==> src/logic/hsmc_pkg.sv <==
// package: constants and types for the haptic state and mode controller
package hsmc_pkg;
	// playback source codes
	localparam logic [2:0] MODE_INACTIVE = 3'h0;
	localparam logic [2:0] MODE_REG_STREAM = 3'h1;
	localparam logic [2:0] MODE_PWM_STREAM = 3'h2;
	localparam logic [2:0] MODE_REG_TRIG = 3'h3;
	localparam logic [2:0] MODE_EDGE_TRIG = 3'h4;
	// timing
	localparam int CLK_HZ = 20000000;
	localparam int IDLE_WAKE_NS = 750000;
	localparam int STBY_WAKE_NS = 150000;
	localparam int IDLE_WAKE_CYC = (IDLE_WAKE_NS / 50) - 1;
	localparam int STBY_WAKE_CYC = (STBY_WAKE_NS / 50) - 1;
	localparam int PWM_CARRIER_HZ = 187500;
	localparam int PWM_DIV = CLK_HZ / PWM_CARRIER_HZ;
	localparam int BOOT_CYC = 16;
	// reset values
	localparam logic [2:0] MODE_RST = 3'h0;
	localparam logic [7:0] LEVEL_RST = 8'h00;
	localparam logic [4:0] FEAT_RST = 5'h00;

	typedef enum logic [4:0] {
		ST_BOOT = 5'h01,
		ST_IDLE = 5'h02,
		ST_STBY = 5'h04,
		ST_WAKE = 5'h08,
		ST_DRIVE = 5'h10
	} hsmc_state_e;

	// closed-loop feature enables
	typedef struct packed {
		logic closed_loop;
		logic freq_track_en;
		logic accel_en;
		logic rapid_stop_en;
		logic amp_ctrl_en;
	} hsmc_feat_s;

	// fault sources
	typedef struct packed {
		logic short_out;
		logic over_temp;
		logic actuator;
	} hsmc_fault_s;
endpackage

==> src/logic/hsmc_ctrl.sv <==
// top: state and playback-mode controller for a haptic driver
`timescale 1ns/100ps
module hsmc_ctrl
	import hsmc_pkg::*;
#(
	parameter int IDLE_WAKE = IDLE_WAKE_CYC,
	parameter int STBY_WAKE = STBY_WAKE_CYC,
	parameter int PWM_MEAS_W = 8
) (
	input wire logic CLK_I, // 20 MHz clock
	input wire logic RESETN_I, // async reset, low
	input wire logic [2:0] MODE_I, // playback source field
	input wire logic STANDBY_EN_I, // low-latency return enable
	input wire logic [7:0] STREAMED_DRIVE_LEVEL_I, // register stream level
	input wire logic SEQUENCE_TRIGGER_I, // serial write of 1, pulse
	input wire logic [2:0] TRIG_PIN_I, // trigger pins, pin 0 also pwm
	input wire logic [2:0] TRIG_EDGE_FALL_I, // per pin: 1 falling, 0 rising
	input wire logic SEQ_END_I, // memory sequence ended, pulse
	input wire logic STREAM_STOP_I, // stop streaming playback, pulse
	input wire hsmc_feat_s FEAT_I, // loop and feature enables
	input wire logic [7:0] WAVE_SHAPE_I, // custom wave sample
	input wire logic WAVE_CUSTOM_I, // use custom shape in open loop, else sine
	input wire logic [7:0] SUPPLY_LEVEL_I, // measured supply, 255 full
	input wire hsmc_fault_s FAULT_I, // fault detect levels
	input wire logic TEMP_WARN_I, // over-temperature warning level
	input wire logic FAULT_CLEAR_I, // host clears fault flags, pulse
	input wire logic DONE_CLEAR_I, // host clears done flag, pulse
	output logic [4:0] STATE_O, // controller state
	output logic BOOT_LOAD_O, // defaults being loaded
	output logic REG_PORT_READY_O, // serial port serviceable
	output logic [2:0] ACTIVE_MODE_O, // latched playback source
	output logic [7:0] DRIVE_LEVEL_O, // scaled drive level
	output logic [7:0] SUPPLY_READ_O, // supply readback
	output logic [7:0] WAVE_SAMPLE_O, // wave shape in use
	output logic BACK_EMF_SENSE_EN_O, // back-emf monitoring on
	output hsmc_feat_s FEAT_EN_O, // effective feature enables
	output logic DRIVE_OUT_POS_O, // bridge positive
	output logic DRIVE_OUT_POS_OE_O, // bridge positive enable
	output logic DRIVE_OUT_NEG_O, // bridge negative
	output logic DRIVE_OUT_NEG_OE_O, // bridge negative enable
	output logic [2:0] FAULT_FLAGS_O, // sticky fault flags
	output logic TEMP_WARN_O, // temperature warning flag
	output logic SEQUENCE_COMPLETE_FLAG_O, // sticky done flag
	output logic ATTENTION_PIN_N_O // attention pin, low active
);
	hsmc_state_e state, next_state;
	logic [4:0] boot_cnt;
	logic [15:0] wake_cnt;
	logic [2:0] pin_q;
	logic [2:0] edge_hit;
	logic [2:0] mode;
	logic [2:0] fault_flags;
	logic fault_now, req;
	logic [PWM_MEAS_W-1:0] pwm_hi, pwm_duty;
	logic [7:0] level_raw;
	logic pwm_bit;

	function automatic logic [7:0] scale(input logic [7:0] a, input logic [7:0] b);
		logic [15:0] p;
		p = 16'(a) * 16'(b);
		return p[15:8];
	endfunction

	// ------------------------------------------------------------
	// boot and fault handling
	// ------------------------------------------------------------
	assign fault_now = |FAULT_I;

	// boot count advances only while booting, so it holds its value afterwards
	always_ff @(posedge CLK_I or negedge RESETN_I) begin
		if (!RESETN_I) begin
			boot_cnt <= 5'h00;
		end else if (state == ST_BOOT) begin
			boot_cnt <= boot_cnt + 5'h01;
		end
	end

	// sticky: a new fault wins over a clear in the same cycle
	always_ff @(posedge CLK_I or negedge RESETN_I) begin
		if (!RESETN_I) begin
			fault_flags <= 3'h0;
			TEMP_WARN_O <= 1'b0;
		end else begin
			fault_flags <= (FAULT_CLEAR_I ? 3'h0 : fault_flags) | FAULT_I;
			TEMP_WARN_O <= (FAULT_CLEAR_I ? 1'b0 : TEMP_WARN_O) | TEMP_WARN_I;
		end
	end

	// ------------------------------------------------------------
	// trigger decode
	// ------------------------------------------------------------
	always_ff @(posedge CLK_I or negedge RESETN_I) begin
		if (!RESETN_I) begin
			pin_q <= 3'h0;
		end else begin
			pin_q <= TRIG_PIN_I;
		end
	end

	// edges seen during boot are dropped, so a pin idling high gives no false start
	always_comb begin
		for (int i = 0; i < 3; i++) begin
			edge_hit[i] = TRIG_EDGE_FALL_I[i] ? (pin_q[i] && !TRIG_PIN_I[i])
				: (!pin_q[i] && TRIG_PIN_I[i]);
		end
	end

	// requests only evaluated against the live field while not driving
	always_comb begin
		req = 1'b0;
		unique case (MODE_I)
			MODE_REG_STREAM: req = 1'b1;
			MODE_PWM_STREAM: req = 1'b1;
			MODE_REG_TRIG: req = SEQUENCE_TRIGGER_I;
			MODE_EDGE_TRIG: req = SEQUENCE_TRIGGER_I || (|edge_hit);
			default: req = 1'b0;
		endcase
		// a live fault blocks too, so a request cannot race the flag set
		if (|fault_flags || fault_now) begin
			req = 1'b0;
		end
	end

	// ------------------------------------------------------------
	// state machine
	// ------------------------------------------------------------
	always_comb begin
		next_state = state;
		unique case (state)
			ST_BOOT: if (boot_cnt == 5'(BOOT_CYC - 1)) next_state = ST_IDLE;
			ST_IDLE: if (req) next_state = ST_WAKE;
			ST_STBY: begin
				if (req) next_state = ST_WAKE;
				else if (!STANDBY_EN_I) next_state = ST_IDLE;
			end
			ST_WAKE: if (wake_cnt == 16'h0000) next_state = ST_DRIVE;
			ST_DRIVE: begin
				if (SEQ_END_I || STREAM_STOP_I || mode == MODE_INACTIVE) begin
					next_state = STANDBY_EN_I ? ST_STBY : ST_IDLE;
				end
			end
			default: next_state = ST_IDLE;
		endcase
		if (fault_now && state != ST_BOOT) begin
			next_state = ST_IDLE;
		end
	end

	always_ff @(posedge CLK_I or negedge RESETN_I) begin
		if (!RESETN_I) begin
			state <= ST_BOOT;
		end else begin
			state <= next_state;
		end
	end

	// wake delay chosen by the state the request came from
	// a request in wake or drive is dropped, not queued
	always_ff @(posedge CLK_I or negedge RESETN_I) begin
		if (!RESETN_I) begin
			wake_cnt <= 16'h0000;
		end else if (state == ST_IDLE && req) begin
			wake_cnt <= 16'(IDLE_WAKE);
		end else if (state == ST_STBY && req) begin
			wake_cnt <= 16'(STBY_WAKE);
		end else if (state == ST_WAKE && wake_cnt != 16'h0000) begin
			wake_cnt <= wake_cnt - 16'h0001;
		end
	end

	// mode latched at acceptance of a request
	// a field change in drive waits for the next request
	always_ff @(posedge CLK_I or negedge RESETN_I) begin
		if (!RESETN_I) begin
			mode <= MODE_RST;
		end else if ((state == ST_IDLE || state == ST_STBY) && req) begin
			mode <= MODE_I;
		end
	end

	// ------------------------------------------------------------
	// pwm input demodulation on trigger pin 0
	// ------------------------------------------------------------
	// duty is the high time of the last input period, saturating at full scale;
	// the period itself is not measured, so the input rate sets the scale
	always_ff @(posedge CLK_I or negedge RESETN_I) begin
		if (!RESETN_I) begin
			pwm_hi <= '0;
			pwm_duty <= '0;
		end else if (!pin_q[0] && TRIG_PIN_I[0]) begin
			pwm_duty <= pwm_hi;
			pwm_hi <= '0;
		end else begin
			if (TRIG_PIN_I[0] && pwm_hi != '1) begin
				pwm_hi <= pwm_hi + 1'b1;
			end
		end
	end

	// ------------------------------------------------------------
	// drive level and outputs
	// ------------------------------------------------------------
	always_comb begin
		level_raw = 8'h00;
		unique case (mode)
			MODE_REG_STREAM: level_raw = STREAMED_DRIVE_LEVEL_I;
			MODE_PWM_STREAM: level_raw = 8'(pwm_duty);
			MODE_REG_TRIG, MODE_EDGE_TRIG: level_raw = 8'hFF;
			default: level_raw = 8'h00;
		endcase
	end

	// registers held by ports, except the drive level, are untouched by state changes
	// level is zero outside drive so a stale stream value never leaks
	always_ff @(posedge CLK_I or negedge RESETN_I) begin
		if (!RESETN_I) begin
			DRIVE_LEVEL_O <= LEVEL_RST;
			SUPPLY_READ_O <= 8'h00;
			WAVE_SAMPLE_O <= 8'h00;
			FEAT_EN_O <= FEAT_RST;
			BACK_EMF_SENSE_EN_O <= 1'b0;
		end else begin
			DRIVE_LEVEL_O <= (state == ST_DRIVE) ? scale(level_raw, SUPPLY_LEVEL_I) : 8'h00;
			SUPPLY_READ_O <= SUPPLY_LEVEL_I;
			WAVE_SAMPLE_O <= (FEAT_I.closed_loop || !WAVE_CUSTOM_I) ? 8'h80 : WAVE_SHAPE_I;
			BACK_EMF_SENSE_EN_O <= FEAT_I.closed_loop;
			FEAT_EN_O <= FEAT_I.closed_loop ? FEAT_I : FEAT_RST;
		end
	end

	// carrier held cleared outside drive so each burst starts a full period
	hsmc_pwm_carrier #(
		.DIV(PWM_DIV)
	) u_carrier (
		.clk_i(CLK_I),
		.resetn_i(RESETN_I),
		.run_i(state == ST_DRIVE),
		.duty_i(DRIVE_LEVEL_O),
		.pwm_o(pwm_bit)
	);

	always_ff @(posedge CLK_I or negedge RESETN_I) begin
		if (!RESETN_I) begin
			DRIVE_OUT_POS_O <= 1'b0;
			DRIVE_OUT_NEG_O <= 1'b0;
			DRIVE_OUT_POS_OE_O <= 1'b0;
			DRIVE_OUT_NEG_OE_O <= 1'b0;
		end else begin
			DRIVE_OUT_POS_O <= pwm_bit;
			DRIVE_OUT_NEG_O <= !pwm_bit;
			// short or over-temperature releases the bridge at once
			DRIVE_OUT_POS_OE_O <= state == ST_DRIVE && !FAULT_I.short_out && !FAULT_I.over_temp;
			DRIVE_OUT_NEG_OE_O <= state == ST_DRIVE && !FAULT_I.short_out && !FAULT_I.over_temp;
		end
	end

	// ------------------------------------------------------------
	// sequence done
	// ------------------------------------------------------------
	always_ff @(posedge CLK_I or negedge RESETN_I) begin
		if (!RESETN_I) begin
			SEQUENCE_COMPLETE_FLAG_O <= 1'b0;
		end else if (state == ST_DRIVE && SEQ_END_I) begin
			SEQUENCE_COMPLETE_FLAG_O <= 1'b1;
		end else if (DONE_CLEAR_I) begin
			SEQUENCE_COMPLETE_FLAG_O <= 1'b0;
		end
	end

	assign ATTENTION_PIN_N_O = !SEQUENCE_COMPLETE_FLAG_O;
	assign STATE_O = state;
	assign BOOT_LOAD_O = state == ST_BOOT;
	assign REG_PORT_READY_O = state != ST_BOOT;
	assign ACTIVE_MODE_O = mode;
	assign FAULT_FLAGS_O = fault_flags;
endmodule

==> src/logic/hsmc_pwm_carrier.sv <==
// fixed-carrier pwm generator for the output bridge
`timescale 1ns/100ps
module hsmc_pwm_carrier
	import hsmc_pkg::*;
#(
	parameter int DIV = PWM_DIV
) (
	input wire logic clk_i, // clock
	input wire logic resetn_i, // async reset, low
	input wire logic run_i, // carrier enabled
	input wire logic [7:0] duty_i, // duty, 0..255 of a period
	output logic pwm_o // carrier output
);
	logic [7:0] cnt;
	logic [15:0] thr;

	assign thr = 16'(duty_i) * 16'(DIV);

	// ------------------------------------------------------------
	// carrier counter
	// ------------------------------------------------------------
	always_ff @(posedge clk_i or negedge resetn_i) begin
		if (!resetn_i) begin
			cnt <= 8'h00;
		end else if (!run_i || cnt == 8'(DIV - 1)) begin
			cnt <= 8'h00;
		end else begin
			cnt <= cnt + 8'h01;
		end
	end

	always_ff @(posedge clk_i or negedge resetn_i) begin
		if (!resetn_i) begin
			pwm_o <= 1'b0;
		end else begin
			pwm_o <= run_i && ({cnt, 8'h00} < thr);
		end
	end
endmodule

==> config.mk <==
export PLATFORM = sky130hd
export DESIGN_NAME = hsmc_ctrl
export DESIGN_NICKNAME = d
export VERILOG_FILES = /design/src/logic/hsmc_pkg.sv /design/src/logic/hsmc_ctrl.sv /design/src/logic/hsmc_pwm_carrier.sv
export SDC_FILE = /design/constraint.sdc
export NUM_CORES = 1
export LEC_CHECK = 0
export BUFFER_PORTS_ARGS = -buffer_cell sky130_fd_sc_hd__buf_4
export CAP_MARGIN = 20
export CORE_MARGIN = 8
export CORE_UTILIZATION = 30
export CTS_CLUSTER_SIZE = 10
export DETAILED_ROUTE_END_ITERATION = 16
export PLACE_DENSITY = 0.52
export SLEW_MARGIN = 25
export SYNTH_ARGS = -nofsm -noshare
export SYNTH_HDL_FRONTEND = slang
export SYNTH_SLANG_ARGS = --single-unit
==> constraint.sdc <==
create_clock -name CLK_I -period 6.4 [get_ports CLK_I]
set_input_delay 1.28 -clock CLK_I [delete_from_list [all_inputs] [get_ports CLK_I]]
set_output_delay 1.28 -clock CLK_I [all_outputs]
set_load 0.1 [all_outputs]
# Yosys cells after proc, flatten, opt, wreduce, memory -nomap -nowiden

Index checks and enable logic that the tools add are counted.

Register bits after elaboration: 95
Word-level logic and storage cells: 130
RAM bits: 0
Memories: 0
Latch bits: 0
Memory bits (read-only): 0

Shifts and indexed selects: 0
Eq/ne operators: 22
Reduce and logical (&&, ||, !) cells: 47
Bitwise gates (word level): 2
Magnitude comparators: 1
Multipliers: 2
Muxes and demuxes: 28
Div/mod/pow operators: 0
$add $sub $neg: 4

Operators by type and width:

| operator                | number |
|---|---|
| $mux W16                | 3 |
| $mux W5                 | 8 |
| $mux W8                 | 5 |
| $pmux W5 S5             | 1 |
| $pmux W8 S3             | 1 |
| $add A8 B1 Y8 const B   | 2 |
| $logic_and A1 B1 Y1     | 16 |
| $logic_not A16 Y1       | 1 |
| $lt A16 B15 Y1          | 1 |
| $mul A8 B8 Y16          | 1 |
| $reduce_bool A16 Y1     | 1 |
| $sub A16 B1 Y16 const B | 1 |
| $mul A8 B6 Y14 const B  | 1 |
| $eq A3 B2 Y1 const B    | 4 |
| $logic_not A1 Y1        | 12 |
| $eq A5 B4 Y1 const B    | 2 |
| $ne A3 B3 Y1 const B    | 3 |
| $reduce_or A3 Y1        | 3 |
| $eq A8 B7 Y1 const B    | 1 |
| $ne A8 B8 Y1 const B    | 1 |
| $logic_or A1 B1 Y1      | 7 |
| $mux W1                 | 7 |
| $eq A3 B1 Y1 const B    | 2 |
| $eq A3 B3 Y1 const B    | 2 |
| 17 further kinds        | 20 |

# Logic depth before layout (Yosys ltp)

Depth after elaboration: 10
Depth in mapped cells: 21

# Hierarchy

A second synthesis with hierarchy kept.

Cell total of the unflattened synthesis: 739
Area, all modules: 7,169.4 um^2

By module, submodules not included:

| module           | area an instance (um^2) | cells each | instances |
|---|---|---|---|
| hsmc_ctrl        | 5,661.7                 | 578        | 1 |
| hsmc_pwm_carrier | 1,507.7                 | 161        | 1 |

# Worst setup path before layout

Ideal clock, no wire load.

Path type: reg2reg
From: reg mode[0] (netlist: ACTIVE_MODE_O[0])
To: reg DRIVE_LEVEL_O[6]
Data arrival time: 5,540 ps
Buffers on the path: 2
Stages on the path, launching flop included: 20
Path slack: 739 ps
Required time: 6,279 ps
Library setup time: 121 ps
Cells stage by stage: dfrtp_1 buf_6 clkbuf_1 o21ai_0 a21oi_1 nor2_1 nor2b_1 fa_1 fa_1 fa_1 inv_1 fa_1 inv_1 ha_1 a21o_1 a21o_1 a21o_1 a2111oi_1 or4_1 nand2_1

Longest elaborated chain between the ends: 5
Elaborated cells on any way between the ends: 8
Those cells by class: mul: 1; eq/ne: 4; mux: 2; reduce/logical: 1

RTL lines:

| element                                             | line             | text |
|---|---|---|
| start: declaration                                  | hsmc_ctrl.sv:51  | `logic [2:0] mode;` |
| start signal: assignment                            | hsmc_ctrl.sv:175 | `mode <= MODE_RST;` |
| start signal: assignment                            | hsmc_ctrl.sv:177 | `mode <= MODE_I;` |
| $eq A3 B2 Y1 / $eq A3 B3 Y1 (equally long branches) | hsmc_ctrl.sv:205 | `unique case (mode)` |
| $reduce_or A2 Y1                                    | hsmc_ctrl.sv:205 |  |
| $pmux W8 S3 *                                       | hsmc_ctrl.sv:205 |  |
| $mul A8 B8 Y16 *                                    | hsmc_ctrl.sv:60  | `p = 16'(a) * 16'(b);` |
| $mux W8 *                                           | hsmc_ctrl.sv:223 | `DRIVE_LEVEL_O <= (state == ST_DRIVE) ? scale(level_raw, SUPPLY_LEVEL_I) : 8'h00;` |
| end signal: assignment                              | hsmc_ctrl.sv:223 |  |
| end: declaration                                    | hsmc_ctrl.sv:32  | `output logic [7:0] DRIVE_LEVEL_O,` |

Mark *: on every way between the ends. The rest lies on a longest branch, timed or not.
A chain may end at the register's enable or synchronous reset.

# Worst setup path after layout

From: in STREAMED_DRIVE_LEVEL_I[2]
To: reg DRIVE_LEVEL_O[6]

Longest elaborated chain between the ends: 3

RTL lines:

| element            | line             | text |
|---|---|---|
| start: declaration | hsmc_ctrl.sv:14  | `input wire logic [7:0] STREAMED_DRIVE_LEVEL_I,` |
| $pmux W8 S3        | hsmc_ctrl.sv:205 |  |
| $mul A8 B8 Y16     | hsmc_ctrl.sv:60  |  |
| $mux W8            | hsmc_ctrl.sv:223 |  |

No other way between the ends.

==> results.cfg <==
[run_status]
status = finished clean

[routing]
post_drt_wl_per_cell_microns = 14.5
num_vias = 5195
drtIter0Drc = 194
ant_nets = 0
wl_microns = 16500
first_pass_iters = 6
vias_per_cell = 4.56
drc_errors = 0

[worst_setup_path]
r2r_setup_slack_ns = 0.79
worstSetupPathType = input pin to register
cp-end-kind = register
worst_setup_path_start_kind = input pin
cpPeakStageDelay_ns = 0.54
timing.rr.start = ACTIVE_MODE_O[0]$_DFFE_PN0P_
slowest_stage = fa_1
timing.rr.end = DRIVE_LEVEL_O[6]$_DFF_PN0_
cp_num_buf_inv = 3
worstPathRequired_ns = 6.65
r2r_cells = 17
worstSetupStartpoint = STREAMED_DRIVE_LEVEL_I[2]
critPathMostFrequentCell = fa_1
cp_cell_sequence = buf_4, nand2_1, a21oi_1, nor2_1, nor2b_1, fa_1, fa_1, fa_1, inv_1, fa_1, inv_1, ha_1, a21o_1, a21o_1, a21o_1, a2111oi_1, or4_1, nand2_1
crit_fanout = 7
endpoint = DRIVE_LEVEL_O[6]$_DFF_PN0_
cp.depth = 18
cp_top_family = adder cells
critPathArrivalTime_ns = 5.96

[floorplan]
io_pins = 101
num_rows = 56
dieArea_sq_um = 29000
die_h_microns = 170
fp.coreArea_sq_um = 23400
initial_utilization_pct = 30.5
die_w_microns = 170

[global_routing]
grt_pass1_wl_microns = 28000
antenna_found_initial = 0
gr-total-overflow = 0
grt_pass1_vias = 5419
grt_use_total_pct = 12.0
grt_max_degree = 60

[power_and_ir_drop]
p_sw_share_pct = 33.2
internal_power_mw = 1.02
clkPwrFrac_pct = 35.6
seq_power_share_pct = 42.4
switching_power_uw = 507
combPwrFrac_pct = 22.0
vdd_drop_max_mv = 0.116
p_leak_nw = 4.22
p_per_area_nw_per_um2 = 179
p_total_mw = 1.53

[sta]
setup_tns_ns = 0
skew_ns = 0.0108
setup_viol = 0
whs_ns = 0.378
maxSlewViolCount = 0
max_freq_ghz = 0.175
fin_crit_ns = 5.71
relSlewSlack_pct = 50.4
worst_pin_slew_ns = 0.744
rsz0062_at_grt = false
final-hold-violation-count = 0
finalCritPeriodShare_pct = 89.3

[clock_tree]
ctsHtreeMaxLevel = 3
numCtsBuffers = 9
clock-sinks = 94
clk_latency_ns = 0.36
clockBufferDepth = 2
postCtsHoldBufs = 0
post_cts_buffers = 0
path_clk_slew_ns = 0.08
ctsResizeCount = 0
cts-root-buf = clkbuf_16
cts_tree = yes

[placed_design]
dp_hpwl_microns = 13200
placed_cell_area_sq_um = 8240
port_buffers = 100
place_congestion = 0.837

[cells_and_area]
final_area_sq_um = 8530
syn_to_final_growth_pct = 19.5
final_nets = 989
final-seq-area_sq_um = 2350
drive_gt1_share_pct = 18.6
diodes = 0
n_fill_cell = 2422
multiInputGateArea_sq_um = 4370

[yosys]
yosysSeqAreaShare_pct = 33.0
yosys_register_bits = 94
dominantRegCellSynth = dfrtp_1
syn-cell-area_sq_um = 7140
ys_types = 71
yosys_warnings = 0
synth_cells = 714
avgSynthCellArea_sq_um = 10.0
synth_edf_count = 0
synthArstFlopShare_pct = 100
synth_fp_nets = 887

[hold_path]
holdCritPathClass = register to register

[run]
drv_cap = 0
## worst register-to-register path, delay by kind of cell (launching register included)
family / cells / cell delay, ns
flip-flops: 1 / 0.78
AND/OR/NAND/NOR: 5 / 0.96
AO/OA/AOI/OAI: 4 / 1.01
buffers and inverters: 3 / 0.30
adder cells (fa/ha/maj): 5 / 2.44
## per-stage QoR
stage | setup WS (ns) | std cells | utilization, %
2_1_floorplan | 0.739 | 714 | -
3_5_place_dp | 0.352 | 1124 | 35.2
3_3_place_gp | 0.422 | 1124 | 35.2
5_1_grt | 0.415 | 1140 | 36.5
4_1_cts | 0.719 | 1140 | 36.5
6_report | 0.687 | 1140 | 36.5
## registers in the layout (all words and copies together), names as in the netlist
| signal | flops |
|---|---|
| ACTIVE_MODE_O | 3 |
| BACK_EMF_SENSE_EN_O | 1 |
| DRIVE_LEVEL_O | 8 |
| DRIVE_OUT_NEG_O | 1 |
| DRIVE_OUT_NEG_OE_O | 1 |
| DRIVE_OUT_POS_O | 1 |
| FAULT_FLAGS_O | 3 |
| FEAT_EN_O | 4 |
| SEQUENCE_COMPLETE_FLAG_O | 1 |
| STATE_O | 5 |
| SUPPLY_READ_O | 8 |
| TEMP_WARN_O | 1 |
| WAVE_SAMPLE_O | 8 |
| boot_cnt | 5 |
| pin_q | 3 |
| pwm_duty | 8 |
| pwm_hi | 8 |
| u_carrier.cnt | 8 |
| u_carrier.pwm_o | 1 |
| wake_cnt | 16 |
## cell usage in the layout (no fill, tap or decap), drive strengths merged, types with 4 or more instances in the layout
cell	n
a21o	15
a21oi	23
and2	23
and3	5
buf	106
clkbuf	9
dfrtp	93
fa	44
ha	78
inv	88
mux2	11
nand2	46
nand2b	7
nand3	14
nand4	7
nor2	58
nor2b	38
nor3	12
nor4	9
o211ai	4
o21a	4
o21ai	27
o21bai	4
or3	7
xnor2	25
xor2	20
## kinds of logic (layout without fill, tap and decap cells)
| family | after synthesis | in the layout | share of synthesized area [%] |
|---|---|---|---|
| compound gates | 97 | 97 | 9.25 |
| xor+xnor | 45 | 45 | 5.52 |
| fa+ha+maj | 122 | 122 | 26.0 |
| buf+inv | 99 | 206 | 5.78 |
| flops | 94 | 94 | 33.0 |
| mux | 12 | 12 | 1.88 |
| simple gates | 245 | 245 | 18.6 |
## synth_stat cells, types with 7 or more instances
cell      instances  share of area (%)
a21o_1           15                1.6
a21oi_1          22                1.5
and2_1           23                2.0
dfrtp_1          93                 33
fa_1             44                 12
ha_1             78                 14
inv_1            84                4.4
mux2_2            8                1.3
nand2_1          46                2.4
nand2b_1          7               0.61
nand3_1          12               0.84
nand4_1           7               0.61
nor2_1           57                3.0
nor2b_1          38                3.3
nor3_1           11               0.77
nor4_1            7               0.61
o21ai_0          23                1.6
xnor2_1          25                3.1
xor2_1           20                2.5
## power by group through the flow
stage                     logic, mW  registers (mW)  clock network, mW
after global routing          0.382           0.651              0.589
after floorplan               0.172           0.715                  0
final                         0.336           0.647              0.544
after detailed placement      0.339           0.658                  0
after global placement        0.338           0.658                  0
after CTS                     0.343           0.647              0.567
## worst min-delay path by stage
stage | startpoint | to | cells past startpoint
global route | u_carrier.pwm_o$_DFF_PN0_ | DRIVE_OUT_POS_O$_DFF_PN0_ | 0
finish | u_carrier.pwm_o$_DFF_PN0_ | DRIVE_OUT_POS_O$_DFF_PN0_ | 0
detailed placement | u_carrier.pwm_o$_DFF_PN0_ | DRIVE_OUT_POS_O$_DFF_PN0_ | 0
CTS | u_carrier.pwm_o$_DFF_PN0_ | DRIVE_OUT_POS_O$_DFF_PN0_ | 0
floorplan | u_carrier.pwm_o$_DFF_PN0_ | DRIVE_OUT_POS_O$_DFF_PN0_ | 0
global placement | u_carrier.pwm_o$_DFF_PN0_ | DRIVE_OUT_POS_O$_DFF_PN0_ | 0
## cell type report
type / instances / share of cell area (%)
sequential: 94 / 27.6
clock buffer: 9 / 2.64
timing repair buffer: 106 / 9.32
inverter: 84 / 3.69
tap: 319 / 4.68
clock inverter: 7 / 0.850
multi-input combinational: 521 / 51.2
## per-layer routing
metal | part of all wire, % | vias to the layer above | global-route usage (%) | routed length, microns
met5 | 0 | - | 0 | 0
met4 | 0.77 | 0 | 2.48 | 127
met3 | 5.0 | 13 | 3.15 | 825
met2 | 45 | 88 | 19.0 | 7440
met1 | 49 | 2504 | 16.2 | 8130
li1 | - | 2590 | - | -
(Power assumes the default switching activity.)
